File: src/shared/rx_dbg_regs.svh
`ifndef RX_DBG_REGS_SVH
`define RX_DBG_REGS_SVH

// Byte offsets of the register window
`define OFS_FRAME_SYNC   12'h0f4
`define OFS_LANE_FIFO    12'h0f8
`define OFS_ALIGN_PHASE  12'h0fc
`define OFS_IRQ_STATUS   12'h100
`define OFS_IRQ_ENABLE   12'h104
`define OFS_IRQ_CLEAR    12'h108
`define OFS_LINK_CTRL    12'h10c
`define OFS_LMFC_COUNT   12'h110

// Field positions
`define POS_HI_FIELD     16
`define POS_LO_FIELD     0
`define POS_SUB1_EN      0
`define POS_LMFC_LAST    8
`define IRQ_SYSREF       0
`define IRQ_OVERFLOW     1
`define IRQ_PAYLOAD      2

// Reset values
`define RST_STATUS       32'h0000_0000
`define RST_IRQ_EN       3'h0
`define RST_SUB1_EN      1'b1
`define RST_LMFC_LAST    8'h07

// Link clock cycles from internal SYSREF sample to counter reset
`define SYSREF_TO_RESET_CYC 2

`endif

File: src/shared/rx_dbg_pkg.sv
package rx_dbg_pkg;

    typedef struct packed {
        logic [7:0][1:0] fs_state;
        logic [7:0]      drained;
        logic [7:0]      overflowing;
        logic [7:0]      config_begun;
        logic [7:0]      payload;
    } lane_status_s;

    typedef struct packed {
        logic [11:0] addr;
        logic [31:0] wdata;
        logic        wr;
        logic        rd;
    } reg_req_s;

    typedef struct packed {
        logic       smp;
        logic       prev;
        logic       det;
        logic [7:0] cnt;
    } tracker_state_s;

    typedef struct packed {
        lane_status_s lanes;
        logic [2:0]   irq_stat;
        logic [2:0]   irq_en;
        logic         sub1_en;
        logic [7:0]   lmfc_last;
        logic [31:0]  rdata;
        logic [1:0]   warm;
    } monitor_state_s;

endpackage

File: src/core/rx_dbg_monitor.sv
// Implementation choice: the address-and-strobe port.
`timescale 1ns/10ps
`include "rx_dbg_regs.svh"

module rx_dbg_monitor
    import rx_dbg_pkg::*;
#(
    parameter int LANES = 8
)
(
    input  wire logic          clock_i,
    input  wire logic          rst_b_i,
    input  wire reg_req_s      req_i,
    output logic [31:0]        rdata_o,
    input  wire lane_status_s  lanes_i,
    input  wire logic          sysref_i,
    output logic               irq_o,
    output logic [7:0]         lmfc_count_o
);

    if (LANES < 1 || LANES > 8) begin : g_lane_check
        $error("LANES must lie between 1 and 8");
    end

    // Lanes above LANES read as zero
    localparam logic [7:0] LANE_MASK = 8'((16'h0001 << LANES) - 16'h0001);

    monitor_state_s q;
    monitor_state_s d;

    logic        sysref_seen;
    logic [2:0]  events;
    logic [2:0]  clear_bits;
    logic [31:0] fs_word;
    logic [31:0] fifo_word;
    logic [31:0] align_word;

    lmfc_tracker u_lmfc_tracker (
        .clock_i       (clock_i),
        .rst_b_i       (rst_b_i),
        .sysref_i      (sysref_i),
        .enable_i      (q.sub1_en),
        .lmfc_last_i   (q.lmfc_last),
        .sysref_seen_o (sysref_seen),
        .lmfc_count_o  (lmfc_count_o)
    );

    always_comb begin
        fs_word = `RST_STATUS;
        for (int i = 0; i < 8; i++) begin
            fs_word[2*i +: 2] = q.lanes.fs_state[i];
        end
    end

    always_comb begin
        fifo_word = `RST_STATUS;
        fifo_word[`POS_HI_FIELD +: 8] = q.lanes.drained;
        fifo_word[`POS_LO_FIELD +: 8] = q.lanes.overflowing;
    end

    always_comb begin
        align_word = `RST_STATUS;
        align_word[`POS_HI_FIELD +: 8] = q.lanes.config_begun;
        align_word[`POS_LO_FIELD +: 8] = q.lanes.payload;
    end

    always_comb begin
        d = q;

        // Straight copy every cycle, nothing sticky in the status view
        for (int i = 0; i < 8; i++) begin
            if (LANE_MASK[i]) begin
                d.lanes.fs_state[i] = lanes_i.fs_state[i];
            end else begin
                d.lanes.fs_state[i] = 2'b00;
            end
        end
        d.lanes.drained      = lanes_i.drained & LANE_MASK;
        d.lanes.overflowing  = lanes_i.overflowing & LANE_MASK;
        d.lanes.config_begun = lanes_i.config_begun & LANE_MASK;
        d.lanes.payload      = lanes_i.payload & LANE_MASK;

        // Interrupt events: the tracker's SYSREF detect, and rising edges of the overflow and payload copies
        events = 3'h0;
        events[`IRQ_SYSREF] = sysref_seen;
        events[`IRQ_OVERFLOW] = |(d.lanes.overflowing & ~q.lanes.overflowing);
        events[`IRQ_PAYLOAD] = |(d.lanes.payload & ~q.lanes.payload);

        clear_bits = 3'h0;
        if (req_i.wr && req_i.addr == `OFS_IRQ_CLEAR) begin
            clear_bits = req_i.wdata[2:0];
        end
        // Set wins over a clear in the same cycle so no event is lost
        d.irq_stat = (q.irq_stat & ~clear_bits) | events;

        if (req_i.wr) begin
            unique case (req_i.addr)
                `OFS_IRQ_ENABLE: begin
                    d.irq_en = req_i.wdata[2:0];
                end
                `OFS_LINK_CTRL: begin
                    d.sub1_en   = req_i.wdata[`POS_SUB1_EN];
                    d.lmfc_last = req_i.wdata[`POS_LMFC_LAST +: 8];
                end
                // Status words ignore writes
                default: begin
                end
            endcase
        end

        // Read data stand for one cycle only
        d.rdata = `RST_STATUS;
        if (req_i.rd) begin
            unique case (req_i.addr)
                `OFS_FRAME_SYNC: begin
                    d.rdata = fs_word;
                end
                `OFS_LANE_FIFO: begin
                    d.rdata = fifo_word;
                end
                `OFS_ALIGN_PHASE: begin
                    d.rdata = align_word;
                end
                `OFS_IRQ_STATUS: begin
                    d.rdata[2:0] = q.irq_stat;
                end
                `OFS_IRQ_ENABLE: begin
                    d.rdata[2:0] = q.irq_en;
                end
                `OFS_LINK_CTRL: begin
                    d.rdata[`POS_SUB1_EN] = q.sub1_en;
                    d.rdata[`POS_LMFC_LAST +: 8] = q.lmfc_last;
                end
                `OFS_LMFC_COUNT: begin
                    d.rdata[7:0] = lmfc_count_o;
                end
                // Unmapped and write-only offsets read zero
                default: begin
                end
            endcase
        end

        if (q.warm != 2'h3) begin
            d.warm = q.warm + 2'h1;
        end
    end

    always_ff @(posedge clock_i or negedge rst_b_i) begin
        if (!rst_b_i) begin
            q           <= '0;
            q.irq_en    <= `RST_IRQ_EN;
            q.sub1_en   <= `RST_SUB1_EN;
            q.lmfc_last <= `RST_LMFC_LAST;
        end else begin
            q <= d;
        end
    end

    assign rdata_o = q.rdata;
    assign irq_o   = |(q.irq_stat & q.irq_en);
endmodule

File: src/core/lmfc_tracker.sv
`timescale 1ns/10ps
`include "rx_dbg_regs.svh"

module lmfc_tracker
    import rx_dbg_pkg::*;
(
    input  wire logic       clock_i,
    input  wire logic       rst_b_i,
    input  wire logic       sysref_i,
    input  wire logic       enable_i,
    input  wire logic [7:0] lmfc_last_i,
    output logic            sysref_seen_o,
    output logic [7:0]      lmfc_count_o
);

    tracker_state_s q;
    tracker_state_s d;

    always_comb begin
        d      = q;
        // Sampling register; upstream pipeline stages share this clock
        d.smp  = sysref_i;
        d.prev = q.smp;
        d.det  = q.smp & ~q.prev & enable_i;
        if (q.det) begin
            d.cnt = 8'h00;
        end else if (q.cnt >= lmfc_last_i) begin
            d.cnt = 8'h00;
        end else begin
            d.cnt = q.cnt + 8'h01;
        end
    end

    always_ff @(posedge clock_i or negedge rst_b_i) begin
        if (!rst_b_i) begin
            q <= '0;
        end else begin
            q <= d;
        end
    end

    assign sysref_seen_o = q.det;
    assign lmfc_count_o  = q.cnt;
endmodule

File: config.mk
export PLATFORM = sky130hd
export DESIGN_NAME = rx_dbg_monitor
export DESIGN_NICKNAME = d
export VERILOG_FILES = /design/src/shared/rx_dbg_pkg.sv /design/src/core/rx_dbg_monitor.sv /design/src/core/lmfc_tracker.sv
export VERILOG_INCLUDE_DIRS = /design/src /design/src/shared
export SDC_FILE = /design/constraint.sdc
export NUM_CORES = 1
export LEC_CHECK = 0
export ABC_AREA = 1
export CAP_MARGIN = 25
export CORE_UTILIZATION = 30
export CTS_CLUSTER_DIAMETER = 100
export DETAILED_ROUTE_END_ITERATION = 8
export DONT_BUFFER_PORTS = 1
export SETUP_SLACK_MARGIN = 0.5
export SYNTH_ARGS = -nofsm -noshare
export SYNTH_HDL_FRONTEND = slang
export SYNTH_SLANG_ARGS = --single-unit
File: constraint.sdc
create_clock -name clock_i -period 2.5 [get_ports clock_i]
set_clock_uncertainty 0.2 [all_clocks]
set_input_delay 0.25 -clock clock_i [delete_from_list [all_inputs] [get_ports clock_i]]
set_output_delay 0.25 -clock clock_i [all_outputs]
set_load 0.1 [all_outputs]
# Word level (Yosys, flattened, before mapping)
# Index checks and enable logic that the tools add are counted.
[op_classes]
addsub = 1
order_cmp = 1
n_eq_ne = 8
muxes = 9
n_bitwise = 11
reduce_logical = 6
[ops]
columns = ["operator", "count"]
rows = [
  ["$eq A12 B9 Y1 const B", 5],
  ["$eq A12 B8 Y1 const B", 3],
  ["$pmux W8 S2", 2],
  ["$mux W24", 1],
  ["$pmux W5 S4", 1],
  ["$and A8 B8 Y8", 2],
  ["$mux W8", 2],
  ["$not A8 Y8", 2],
  ["$reduce_or A8 Y1", 2],
  ["$pmux W2 S6", 1],
  ["$add A8 B1 Y8 const B", 1],
  ["$ge A8 B8 Y1", 1],
  ["$pmux W1 S7", 1],
  ["$and A3 B3 Y3", 2],
  ["$reduce_and A2 Y1", 2],
  ["$mux W3", 1],
  ["$not A3 Y3", 1],
  ["$or A3 B3 Y3", 1],
  ["$reduce_or A3 Y1", 1],
  ["$and A1 B1 Y1", 2],
  ["$logic_and A1 B1 Y1", 1],
  ["$not A1 Y1", 1],
]
[word_totals]
register_bits = 106
in_bits = 97
output_inout_bits = 41
elab_cells = 57

# Longest topological paths before layout
# Gate-level depths: netlist of run 1.
[depth]
depth_word = 6
ltp_mapped = 12
depth_no_buf = 10

# By module
# A second synthesis of run 1 with hierarchy kept.
[unflattened]
hier_cells = 486
hier_area_um2 = 4398.0
[by_module_without_submodules]
columns = ["module", "instances", "cells_per_inst", "area_each_um2"]
rows = [
  ["rx_dbg_monitor", 1, 389, 3653.5],
  ["lmfc_tracker", 1, 97, 744.5],
]

# Worst setup path after synthesis of run 1
# No wires, ideal clock.
[synth_timing]
kind = "register -> output"
from = "register q[46] (netlist bit)"
to = "output port irq_o"
arrival_time_ns = 1.163
setup_slack_ns = 0.887
path_stages_with_launch = 3
n_path_buf = 0
path_cell_list = "dfrtp_1 -> nand2_1 -> nand3_1"
[synth_via]
elab_chain_len = 2
[synth_rtl]
columns = ["item", "line", "text"]
rows = [
  ["start: declaration", "rx_dbg_monitor.sv:28", "monitor_state_s q;"],
  ["$and A3 B3 Y3", "rx_dbg_monitor.sv:160", "assign irq_o = |(q.irq_stat & q.irq_en);"],
  ["$reduce_or A3 Y1", "rx_dbg_monitor.sv:160", ""],
  ["end: declaration", "rx_dbg_monitor.sv:17", "output logic irq_o,"],
]
# No other way between the ends.

# Worst setup path in the final report of run 1
[layout_timing]
from = "input port req_i[45] (netlist bit)"
to = "register q[42] (netlist bit)"
[layout_via]
elab_chain_len = 2
[layout_rtl]
columns = ["item", "line", "text"]
rows = [
  ["start: declaration", "rx_dbg_monitor.sv:13", "input wire reg_req_s req_i,"],
  ["$eq A12 B9 Y1", "rx_dbg_monitor.sv:97", "unique case (req_i.addr)"],
  ["$reduce_and A2 Y1 (no line)", "--", ""],
]
# No other way between the ends.
# A chain may end at the register's enable or synchronous reset.

==> out/results.md, run 1 <==
| Group | Quantity | This run |
| --- | --- | --- |
| power and ir drop | Overall Power | 3.18 mW |
| die | Die Footprint | 14800 um2 |
| worst setup path | Required time of the critical path | 2.59 ns |
| worst setup path | Data arrival time of the critical path | 1.90 ns |
| worst setup path | Worst stage delay on the critical path | 0.56 ns |
| placement | Post-detail-place hpwl | 7.05 mm |
| worst setup path | Critical path peak fanout | 17 |
| cts | CTS Root Cell | sky130_fd_sc_hd__clkbuf_16 |
| die | Placement Rows | 43 |
| power and ir drop | Total power per unit cell area | 594 nW/um2 |
| global route | Largest net degree at the start of global routing | 99 |
| power and ir drop | Largest voltage drop on the vdd net | 0.497 mV |
| placement | Placer congestion estimate | 0.750 |
| die | Core area | 13900 um2 |
| cts | Total number of clock tree sinks | 98 |
| power and ir drop | Cell-internal power | 2.41 mW |
| sta | Pin slew with the least headroom to its limit | 0.910 ns |
| synthesis | Area contributors post-synth | sky130_fd_sc_hd__dfrtp_1, sky130_fd_sc_hd__nand2_1, sky130_fd_sc_hd__buf_4 |
| sta | Min Hold Slack | -0.601 ns |
| cts | Clock-pin slew on the worst setup and hold paths | 0.07 ns |
| power and ir drop | Switching fraction of total power | 24.2% |
| routing | Post-DR wirelength/cell | 15.2 um |
| worst setup path | Worst reg2reg startpoint | q[35]$_DFFE_PN1P_ |
| power and ir drop | Part of the total power dissipated in combinational logic | 6.3% |
| routing | Residual DRC count | 0 |
| sta | Final worst slack | 0.688 ns |
| job | # Max-Cap Violations | 0 |
| sta | Sum of negative setup slack | 0 ns |
| synthesis | Yosys top cell by area | sky130_fd_sc_hd__dfrtp_1 |
| worst setup path | Capture instance of the worst register-to-register path | u_lmfc_tracker.lmfc_count_o[5]$_DFF_PN0_ |
| cts | Number of setup buffers added after CTS | 0 |
| finish | Post-route standard cell area excluding fillers | 5360 um2 |
| die | Width of the die | 122 um |
| worst setup path | R2R cell count | 7 |
| routing | Detailed-routing iteration count for the pre-antenna-repair pass | 4 |
| synthesis | Synthesized area divided by synthesized cell count | 9.29 um2 |
| cts | Buffers from clock root to sink, at most | 2 |
| finish | Post-Route Utilization | 38.4% |
| min path | Type of the worst min-delay path | in2async |
| global route | GRT Residual Overflow | 0 |
| sta | Final hold viol count | 98 |
| finish | N_diodes | 0 |
| routing | Total vias in the final route | 3104 |
| worst setup path | Worst setup path endpoint | q[42]$_DFFE_PN1P_ |
| finish | Non-filler cells, final | 710 |
| synthesis | Number of warnings reported in the yosys synthesis log | 0 |
| cts | Total CTS buffers | 9 |
| die | Initial cell density of the core | 30.9% |
| global route | Global-route wire length before repair | 17.1 mm |
| cts | Clock tree from TritonCTS | done |
| worst setup path | Crit Path Class | in2reg |
| placement | Worst slack, placed | 0.621 ns |
| cts | CTS Hold Buffers Added | 72 |
| die | I/O Pins | 138 |
| synthesis | Post-synthesis sequential area ratio | 57.1% |
| placement | Placed insts | 622 |
| sta | Max Slew Vio Count | 0 |
| run status | Status | complete, but fails checks |
| global route | Via count of the first global-routing pass | 3311 |
| global route | Initial antenna violation count | 0 |
| cts | H-tree levels | 3 |
| worst setup path | CP cell instances | nor2_1 > nand2_1 > nor2_4 > nand2_2 > inv_4 > nand2_4 > o21ai_1 > dlygate4sd3_1 |
| routing | Routed Wire Length | 10.8 mm |
| worst setup path | Flop2flop setup slack | 0.75 ns |
| synthesis | Area share of the largest cell type after synthesis | 54.7% |
| placement | Count of port buffers added during placement | 0 |
| synthesis | Count of cell types in the netlist | 30 |
| finish | Fraction of layout instances using a drive strength above 1 | 10.6% |
| routing | Number of nets with antenna violations after routing | 0 |
| sta | Crit share post-route | 72.5% |
| worst setup path | Critical path launch point type | primary input |
| synthesis | Post-Synthesis Cells | 463 |
| sta | Unrepaired setup endpoints after global routing | no |
| sta | Worst slew slack as a fraction of its limit | 39.4% |
| worst setup path | Crit path capture type | flip-flop |
| sta | Final setup violation count | 0 |
| finish | Area growth from synthesis to layout | 24.6% |
| run status | Violated checks | hold timing |
| finish | Filler cell count in the final layout | 1403 |
| worst setup path | Critical path launch point | req_i[45] |
| routing | Ratio of routed vias to standard cells | 4.37 |
| global route | Overall routing resource usage | 15.6% |
| power and ir drop | Total net switching power | 772 uW |
| finish | Fin nets | 631 |
| power and ir drop | Standby leakage power | 2.50 nW |
| cts | Worst-skew pair later-pin latency | 0.34 ns |
| placement | Area after detailed placement | 4340 um2 |
| worst setup path | Slowest cell on the critical path | sky130_fd_sc_hd__dlygate4sd3_1 |
| routing | 1st-iter DRT viols | 106 |
| die | Height of the die | 122 um |
| synthesis | Count of state elements after synthesis | 98 |
| sta | Post-layout min period | 1.81 ns |
| sta | Highest clock frequency the design can meet | 552 MHz |
| synthesis | Area of the mapped netlist | 4300 um2 |
| power and ir drop | Clock share of power | 42.1% |
| power and ir drop | Sequential share of power | 51.7% |
registers in the layout, indices dropped and copies added, names as in the netlist, 8 cells and up:
register and flops:
q 15, rdata_o 24, fs_word 16, align_word 16, u_lmfc_tracker.lmfc_count_o 8, fifo_word 16
per-layer routing:
metal / wire, um / track usage [%] / part of all wire [%]
met1: 4720 / 18.5 / 44
met5: 0 / 0 / 0
met2: 5550 / 27.7 / 51
met4: 63 / 3.16 / 0.58
met3: 478 / 4.92 / 4.4
critical path: cells and delay by family:
kind	cells	cell delay [ns]
compound gates	1	0.15
simple gates	5	0.75
buf+inv	2	0.74
worst min path at each step:
stage                              endpoint     from  slack [ns]
finish                 rdata_o[8]$_DFF_PN0_  rst_b_i       -0.60
global route           rdata_o[8]$_DFF_PN0_  rst_b_i       -0.63
CTS                       q[43]$_DFFE_PN0P_  rst_b_i       -0.62
detailed placement     rdata_o[8]$_DFF_PN0_  rst_b_i       -0.24
global placement       fs_word[8]$_DFF_PN0_  rst_b_i       -0.24
floorplan           align_word[0]$_DFF_PN0_  rst_b_i       -0.25
area by class of cell:
cell class | count | area [um2] | area share [%]
sequential | 98 | 2460 | 45.9
multi-input combinational | 273 | 1330 | 24.7
timing repair buffer | 91 | 863 | 16.1
clock buffer | 10 | 229 | 4.27
tap | 180 | 225 | 4.20
inverter | 52 | 199 | 3.71
clock inverter | 6 | 57.6 | 1.07
kinds of logic after synthesis:
family / count (synthesis) / synth area share, %
flops: 98 / 57.1
fa+ha+maj: 9 / 2.62
xor+xnor: 6 / 1.22
buf+inv: 99 / 12.9
simple gates: 206 / 20.7
other cells: 1 / 0.0872
compound gates: 44 / 5.38
power groups by stage:
stage / Sequential [mW] / Clock [mW] / Combinational, mW
floorplan: 1.67 / 0 / 0.114
global placement: 1.67 / 0 / 0.115
detailed placement: 1.68 / 0 / 0.116
CTS: 1.64 / 1.39 / 0.197
global route: 1.65 / 1.45 / 0.215
finish: 1.64 / 1.34 / 0.199
timing repair:
action / 4_1_cts / 5_1_grt
setup endpoints to repair: 0 / 9
resized for setup: 0 / 4
endpoints found under the hold margin: 163 / 98
Yosys cell counts:
cell	instances
sky130_fd_sc_hd__a21oi_1	25
sky130_fd_sc_hd__o22ai_1	7
sky130_fd_sc_hd__conb_1	1
sky130_fd_sc_hd__and2_2	1
sky130_fd_sc_hd__nand2_1	121
sky130_fd_sc_hd__nor4_1	2
sky130_fd_sc_hd__o21a_1	1
sky130_fd_sc_hd__nand2_2	5
sky130_fd_sc_hd__nor3_1	1
sky130_fd_sc_hd__nor2_4	5
sky130_fd_sc_hd__nand3_1	32
sky130_fd_sc_hd__inv_1	48
sky130_fd_sc_hd__inv_2	1
sky130_fd_sc_hd__ha_1	9
sky130_fd_sc_hd__xnor2_1	1
sky130_fd_sc_hd__nor2_2	1
sky130_fd_sc_hd__buf_6	3
sky130_fd_sc_hd__nand4_1	1
sky130_fd_sc_hd__o21ai_0	10
sky130_fd_sc_hd__nand3b_1	1
sky130_fd_sc_hd__nor2_1	35
sky130_fd_sc_hd__buf_4	42
sky130_fd_sc_hd__xor2_1	5
sky130_fd_sc_hd__o21ai_1	1
sky130_fd_sc_hd__dfstp_2	4
sky130_fd_sc_hd__nor3_2	1
sky130_fd_sc_hd__clkbuf_1	2
sky130_fd_sc_hd__clkinv_1	1
sky130_fd_sc_hd__clkinv_2	2
sky130_fd_sc_hd__dfrtp_1	94
cell usage in the layout (no fill, tap or decap), drive strengths merged, types with 9 or more instances in the layout:
| master | count |
|---|---|
| inv | 54 |
| a21oi | 25 |
| nand2 | 126 |
| buf | 19 |
| dfrtp | 94 |
| o21ai | 11 |
| nor2 | 41 |
| nand3 | 32 |
| clkbuf | 10 |
| dlygate4sd3 | 72 |
| ha | 9 |
No activity file was read; power rests on OpenSTA's default activity.
==> run 2, diff against run 1 <==
Clock period 2.5 ns to 1.5 ns, I/O delays scaled along.
==> out/results.md, run 2 (same netlist as run 1, synthesis figures left out) <==
| Group | Quantity | This run | Delta |
| --- | --- | --- | --- |
| power and ir drop | Switching fraction of total power | 23.7% | -0.51 points |
| cts | Worst-skew pair later-pin latency | 0.35 ns | about the same |
| placement | Count of port buffers added during placement | 0 | unchanged |
| worst setup path | Number of logic stages on the critical path including buffering | 8 | unchanged |
| sta | Post-layout min period | 1.66 ns |  |
| power and ir drop | Total power per unit cell area | 801 nW/um2 | +35% |
| placement | Area after detailed placement | 4780 um2 | +10% |
| global route | GRT Residual Overflow | 0 | unchanged |
| die | Initial cell density of the core | 30.9% | unchanged |
| die | Height of the die | 122 um | unchanged |
| finish | Area growth from synthesis to layout | 60.4% |  |
| cts | Clock-pin slew on the worst setup and hold paths | 0.07 ns | about the same |
| global route | Layer with the highest usage | met2 |  |
| job | # Max-Cap Violations | 0 | unchanged |
| min path | Type of the worst min-delay path | in2async |  |
| worst setup path | Data arrival time of the critical path | 1.73 ns | -0.17 ns |
| worst setup path | R2R cell count | 8 | +1 |
| sta | Crit share post-route | 111% |  |
| worst setup path | Slowest cell on the critical path | sky130_fd_sc_hd__dfstp_2 |  |
| sta | Final setup violation count | 8 | +8 |
| finish | Non-filler cells, final | 771 | +8.6% |
| die | Placement Rows | 43 | unchanged |
| worst setup path | Crit path capture type | flip-flop |  |
| power and ir drop | Largest voltage drop on the vdd net | 0.828 mV | +67% |
| global route | Initial antenna violation count | 0 | unchanged |
| global route | Largest net degree at the start of global routing | 99 | unchanged |
| global route | Via count of the first global-routing pass | 3485 | +5.3% |
| routing | Ratio of routed vias to standard cells | 4.43 | +1.4% |
| placement | Worst slack, placed | -0.186 ns | -0.807 ns |
| cts | Clock tree from TritonCTS | done |  |
| cts | H-tree levels | 3 | unchanged |
| die | Die Footprint | 14800 um2 | unchanged |
| finish | N_diodes | 0 | unchanged |
| finish | Most common cell after layout, fill and taps aside | sky130_fd_sc_hd__dfrtp_1 |  |
| worst setup path | Critical path launch point type | flip-flop |  |
| power and ir drop | Clock share of power | 42.7% | +0.6 points |
| sta | Unrepaired setup endpoints after global routing | yes |  |
| finish | Fraction of layout instances using a drive strength above 1 | 38.6% | +28 points |
| routing | Post-DR wirelength/cell | 15.2 um | -0.37% |
| worst setup path | Number of buffer and inverter stages on the critical path | 1 | -1 |
| sta | Min Hold Slack | -0.701 ns | -0.100 ns |
| power and ir drop | Part of the total power dissipated in combinational logic | 7.6% | +1.3 points |
| cts | CTS Root Cell | sky130_fd_sc_hd__clkbuf_16 |  |
| worst setup path | Critical path peak fanout | 8 | -9 |
| cts | Total CTS buffers | 9 | unchanged |
| placement | Placer congestion estimate | 0.830 | +11% |
| finish | Post-route standard cell area excluding fillers | 6900 um2 | +29% |
| power and ir drop | Standby leakage power | 3.26 nW | +30% |
| placement | Post-detail-place hpwl | 7.27 mm | +3.1% |
| routing | Detailed-routing iteration count for the pre-antenna-repair pass | 4 | unchanged |
| cts | Buffers from clock root to sink, at most | 2 | unchanged |
| global route | M2 GR Usage | 28.9% | +1.1 points |
| routing | Total vias in the final route | 3419 | +10% |
| finish | Leading cell types in the layout, fill and taps excluded | sky130_fd_sc_hd__dfrtp_1, sky130_fd_sc_hd__nand2_1, sky130_fd_sc_hd__dlygate4sd3_1, sky130_fd_sc_hd__inv_1 |  |
| sta | Highest clock frequency the design can meet | 603 MHz |  |
| finish | Filler cell count in the final layout | 1270 | -9.5% |
| die | Core area | 13900 um2 | unchanged |
| die | Width of the die | 122 um | unchanged |
| power and ir drop | Sequential share of power | 49.7% | -2.0 points |
| sta | Final hold viol count | 114 | +16% |
| finish | Largest register FFs | 24 | unchanged |
| sta | Max Slew Vio Count | 0 | unchanged |
| run status | Status | complete, but fails checks |  |
| power and ir drop | Total net switching power | 1.31 mW | +70% |
| run status | Violated checks | hold timing, setup timing |  |
| finish | Footprint of the multi-input gates | 1850 um2 | +40% |
| routing | Routed Wire Length | 11.7 mm | +8.2% |
| routing | Residual DRC count | 0 | unchanged |
| routing | Number of nets with antenna violations after routing | 0 | unchanged |
| power and ir drop | Cell-internal power | 4.21 mW | +75% |
| placement | Placed insts | 658 | +5.8% |
| worst setup path | Required time of the critical path | 1.57 ns | -1.02 ns |
| cts | Total number of clock tree sinks | 98 | unchanged |
| worst setup path | Crit Path Class | reg2reg |  |
| global route | Overall routing resource usage | 16.1% | +0.49 points |
| finish | Sequential Area | 2460 um2 | unchanged |
| die | I/O Pins | 138 | unchanged |
| finish | Fin nets | 692 | +9.7% |
| worst setup path | Kind of cell adding the most delay to the critical path | flip-flops |  |
| global route | Met1 usage | 19.0% | +0.55 points |
| sta | Final worst slack | -0.159 ns | -0.846 ns |
| global route | Met3 Use GR | 3.89% | -1.0 points |
| global route | Global-route wire length before repair | 17.8 mm | +4.1% |
| worst setup path | Worst stage delay on the critical path | 0.56 ns | about the same |
| routing | 1st-iter DRT viols | 89 | -16% |
| worst setup path | CP cell instances | ha_4 > inv_2 > nand2_2 > a21oi_2 > o21ai_1 > nand2_1 > nand3_4 > nor2_1 |  |
run 2: area by class of cell:
cell class,count,share of cell area (%)
Clock buffer,9,3.26
Clock inverter,7,1.11
Inverter,52,3.21
Multi-Input combinational cell,275,26.8
Sequential cell,98,35.6
Tap cell,180,3.26
Timing Repair Buffer,149,26.6
Timing Repair inverter,1,0.127
run 2: what timing repair did:
action	CTS	global route
resized for setup	145	83
endpoints found under the setup margin	71	79
buffers inserted	15	10
cloned	1	2
hold buffers	61	8
pin swaps	32	33
hold endpoints to repair	170	121
run 2: power groups by stage:
stage / clock network, mW / registers [mW] / logic (mW)
after floorplan: 0 / 2.78 / 0.207
after global placement: 0 / 2.79 / 0.212
after detailed placement: 0 / 2.79 / 0.213
after CTS: 2.43 / 2.74 / 0.370
after global routing: 2.53 / 2.75 / 0.449
final: 2.36 / 2.74 / 0.421
run 2: stage by stage:
stage	power (mW)	hold WS, ns	TNS (ns)	utilization (%)
CTS	5.54	-0.723	-0.935	46.1
detailed placement	3.00	-0.343	-1.34	34.3
finish	5.53	-0.701	-1.18	49.5
global placement	3.00	-0.343	-1.06	34.3
global route	5.72	-0.721	-1.87	49.5
floorplan	2.99	-0.346	-0.417	-
run 2: layer usage:
layer / up-vias / part of all wire, % / wire length, um
met5: - / 0 / 0
met4: 0 / 1.3 / 153
met3: 15 / 4.2 / 493
met2: 79 / 54 / 6360
met1: 1675 / 40 / 4680
li1: 1650 / - / -
run 2: worst paths after layout:
kind | from | to | slack (ns)
min in group clock_i | req_i[1] | q[35]$_DFFE_PN1P_ | -0.28
max in group asynchronous | rst_b_i | q[42]$_DFFE_PN1P_ | 1.59
setup reg to reg | q[34]$_DFFE_PN1P_ | u_lmfc_tracker.lmfc_count_o[3]$_DFF_PN0_ | -0.16
setup / recovery | q[34]$_DFFE_PN1P_ | u_lmfc_tracker.lmfc_count_o[3]$_DFF_PN0_ | -0.16
hold reg to reg | u_lmfc_tracker.q[9]$_DFF_PN0_ | u_lmfc_tracker.sysref_seen_o$_DFF_PN0_ | 0.20
hold / removal | rst_b_i | rdata_o[12]$_DFF_PN0_ | -0.70
==> run 3, diff against run 2 <==
Settings changed: PLACE_DENSITY set to 0.49.
==> out/results.md, run 3 (same netlist as run 1, synthesis figures left out) <==
| Group | Quantity | This run | Delta |
| --- | --- | --- | --- |
| run status | Status | complete, but fails checks |  |
| run status | Violated checks | hold timing, setup timing |  |
| worst setup path | Required time of the critical path | 1.57 ns | about the same |
| power and ir drop | Total power per unit cell area | 824 nW/um2 | +2.8% |
| cts | Total number of clock tree sinks | 98 | unchanged |
| cts | Buffers from clock root to sink, at most | 2 | unchanged |
| placement | Placer congestion estimate | 0.827 | -0.30% |
| routing | Detailed-routing iteration count for the pre-antenna-repair pass | 4 | unchanged |
| routing | Ratio of routed vias to standard cells | 4.37 | -1.4% |
| worst setup path | R2R cell count | 7 | -1 |
| finish | Area growth from synthesis to layout | 57.8% |  |
| worst setup path | Data arrival time of the critical path | 1.69 ns | -0.04 ns |
| sta | Max Slew Vio Count | 0 | unchanged |
| cts | Clock tree from TritonCTS | done |  |
| placement | Post-detail-place hpwl | 7.20 mm | -0.90% |
| placement | Worst slack, placed | -0.179 ns | +0.00753 ns |
| finish | Non-filler cells, final | 764 | -0.91% |
| cts | H-tree levels | 3 | unchanged |
| routing | Number of nets with antenna violations after routing | 0 | unchanged |
| finish | Post-route standard cell area excluding fillers | 6790 um2 | -1.6% |
| job | # Max-Cap Violations | 0 | unchanged |
| die | Placement Rows | 43 | unchanged |
| worst setup path | Critical path peak fanout | 8 | unchanged |
| routing | Residual DRC count | 0 | unchanged |
| die | Width of the die | 122 um | unchanged |
| routing | Routed Wire Length | 10.9 mm | -6.3% |
| cts | CTS Root Cell | sky130_fd_sc_hd__clkbuf_16 |  |
| sta | Crit share post-route | 108% | -2.7 points |
| worst setup path | Flop2flop setup slack | -0.12 ns | +0.04 ns |
| global route | Overall routing resource usage | 15.3% | -0.82 points |
| global route | GRT Residual Overflow | 0 | unchanged |
| routing | Post-DR wirelength/cell | 14.3 um | -5.5% |
| global route | Largest net degree at the start of global routing | 99 | unchanged |
| power and ir drop | Largest voltage drop on the vdd net | 0.885 mV | +7.0% |
| finish | Largest register FFs | 24 | unchanged |
| worst setup path | Worst reg2reg startpoint | q[35]$_DFFE_PN1P_ |  |
| global route | Initial antenna violation count | 0 | unchanged |
| finish | Leading cell types in the layout, fill and taps excluded | sky130_fd_sc_hd__dfrtp_1, sky130_fd_sc_hd__nand2_1, sky130_fd_sc_hd__dlygate4sd3_1, sky130_fd_sc_hd__inv_1, sky130_fd_sc_hd__buf_12 |  |
| worst setup path | Crit Path Class | reg2reg |  |
| worst setup path | Critical path launch point type | flip-flop |  |
| global route | Via count of the first global-routing pass | 3447 | -1.1% |
| worst setup path | Capture instance of the worst register-to-register path | u_lmfc_tracker.lmfc_count_o[1]$_DFF_PN0_ |  |
| finish | Fin nets | 685 | -1.0% |
| sta | Final hold viol count | 114 | unchanged |
| finish | N_diodes | 0 | unchanged |
| cts | Total CTS buffers | 9 | unchanged |
| sta | Post-layout min period | 1.62 ns | -0.0399 ns |
| routing | 1st-iter DRT viols | 106 | +19% |
| sta | Final setup violation count | 8 | unchanged |
| placement | Area after detailed placement | 4810 um2 | +0.52% |
| cts | Worst-skew pair later-pin latency | 0.34 ns | about the same |
| die | Core area | 13900 um2 | unchanged |
| global route | Global-route wire length before repair | 17.0 mm | -4.6% |
| worst setup path | Crit path capture type | flip-flop |  |
| sta | Highest clock frequency the design can meet | 618 MHz | +2.5% |
| die | Initial cell density of the core | 30.9% | unchanged |
| power and ir drop | Standby leakage power | 3.17 nW | -2.9% |
| die | Height of the die | 122 um | unchanged |
| sta | Final worst slack | -0.119 ns | +0.0399 ns |
| placement | Placed insts | 658 | unchanged |
| sta | Unrepaired setup endpoints after global routing | yes |  |
| placement | Count of port buffers added during placement | 0 | unchanged |
| sta | Min Hold Slack | -0.702 ns | -0.000841 ns |
| routing | Total vias in the final route | 3341 | -2.3% |
| finish | Most common cell after layout, fill and taps aside | sky130_fd_sc_hd__dfrtp_1 |  |
| die | Die Footprint | 14800 um2 | unchanged |
| min path | Type of the worst min-delay path | in2async |  |
| cts | Clock-pin slew on the worst setup and hold paths | 0.07 ns | about the same |
| finish | Fraction of layout instances using a drive strength above 1 | 36.0% | -2.6 points |
| die | I/O Pins | 138 | unchanged |
run 3: changes by cell type in the layout (fill, tap and decap cells not counted), sizes merged:
cell,previous run,this run
buf,80,76
clkinv,5,4
dlymetal6s4s,9,8
nand2,127,126
run 3: per-layer routing:
metal,vias to the layer above,global-route usage [%],part of all wire (%)
li1,1636,-,-
met2,96,25.9,52
met4,0,5.02,1.6
met1,1599,18.7,42
met3,10,4.31,4.3
met5,-,0,0
run 3: critical path: stages (launching register included):
cell and delay [ns]:
sky130_fd_sc_hd__dfstp_2 0.55, sky130_fd_sc_hd__inv_2 0.05, sky130_fd_sc_hd__ha_4 0.23, sky130_fd_sc_hd__a21oi_2 0.13, sky130_fd_sc_hd__o21ai_1 0.06, sky130_fd_sc_hd__nand2_1 0.10, sky130_fd_sc_hd__nand3_4 0.12, sky130_fd_sc_hd__nor2_1 0.12
run 3: report_power, final:
group | internal, mW | switching [mW] | leakage [nW]
registers | 2.71 | 0.0312 | 1.22
logic | 0.184 | 0.224 | 1.79
clock network | 1.35 | 1.09 | 0.154
total | 4.24 | 1.35 | 3.17
run 3: worst max path at each step:
stage,cells after the start,slack (ns),end,from
floorplan,7,-0.05,u_lmfc_tracker.lmfc_count_o[0]$_DFF_PN0_,q[35]$_DFFE_PN1P_
global placement,7,-0.14,u_lmfc_tracker.lmfc_count_o[7]$_DFF_PN0_,q[35]$_DFFE_PN1P_
global route,8,-0.21,u_lmfc_tracker.lmfc_count_o[2]$_DFF_PN0_,q[34]$_DFFE_PN1P_
detailed placement,7,-0.18,u_lmfc_tracker.lmfc_count_o[1]$_DFF_PN0_,q[35]$_DFFE_PN1P_
CTS,8,-0.12,u_lmfc_tracker.lmfc_count_o[0]$_DFF_PN0_,q[34]$_DFFE_PN1P_
finish,7,-0.12,u_lmfc_tracker.lmfc_count_o[1]$_DFF_PN0_,q[35]$_DFFE_PN1P_
run 3: metrics by stage:
step                      total power [mW]  TNS [ns]  utilization (%)
after floorplan                       2.99    -0.417                -
after global placement                3.00     -1.12             34.5
after detailed placement              3.00     -1.34             34.5
after CTS                             5.65    -0.845             45.9
after global routing                  5.82     -1.61             48.7
final                                 5.59    -0.831             48.7
run 3: final cells by class:
cell class	count	area (um2)
fill	1237	7150
sequential	98	2460
timing repair buffer	144	1790
multi-input combinational	274	1770
clock buffer	9	225
tap	180	225
inverter	52	221
clock inverter	7	96.3
run 3: what timing repair did:
action | CTS | global route
hold endpoints to repair | 169 | 121
pin swaps | 32 | 42
buffers inserted | 13 | 8
endpoints found under the setup margin | 57 | 79
cloned | 0 | 1
resized for setup | 137 | 70
hold buffers | 61 | 7
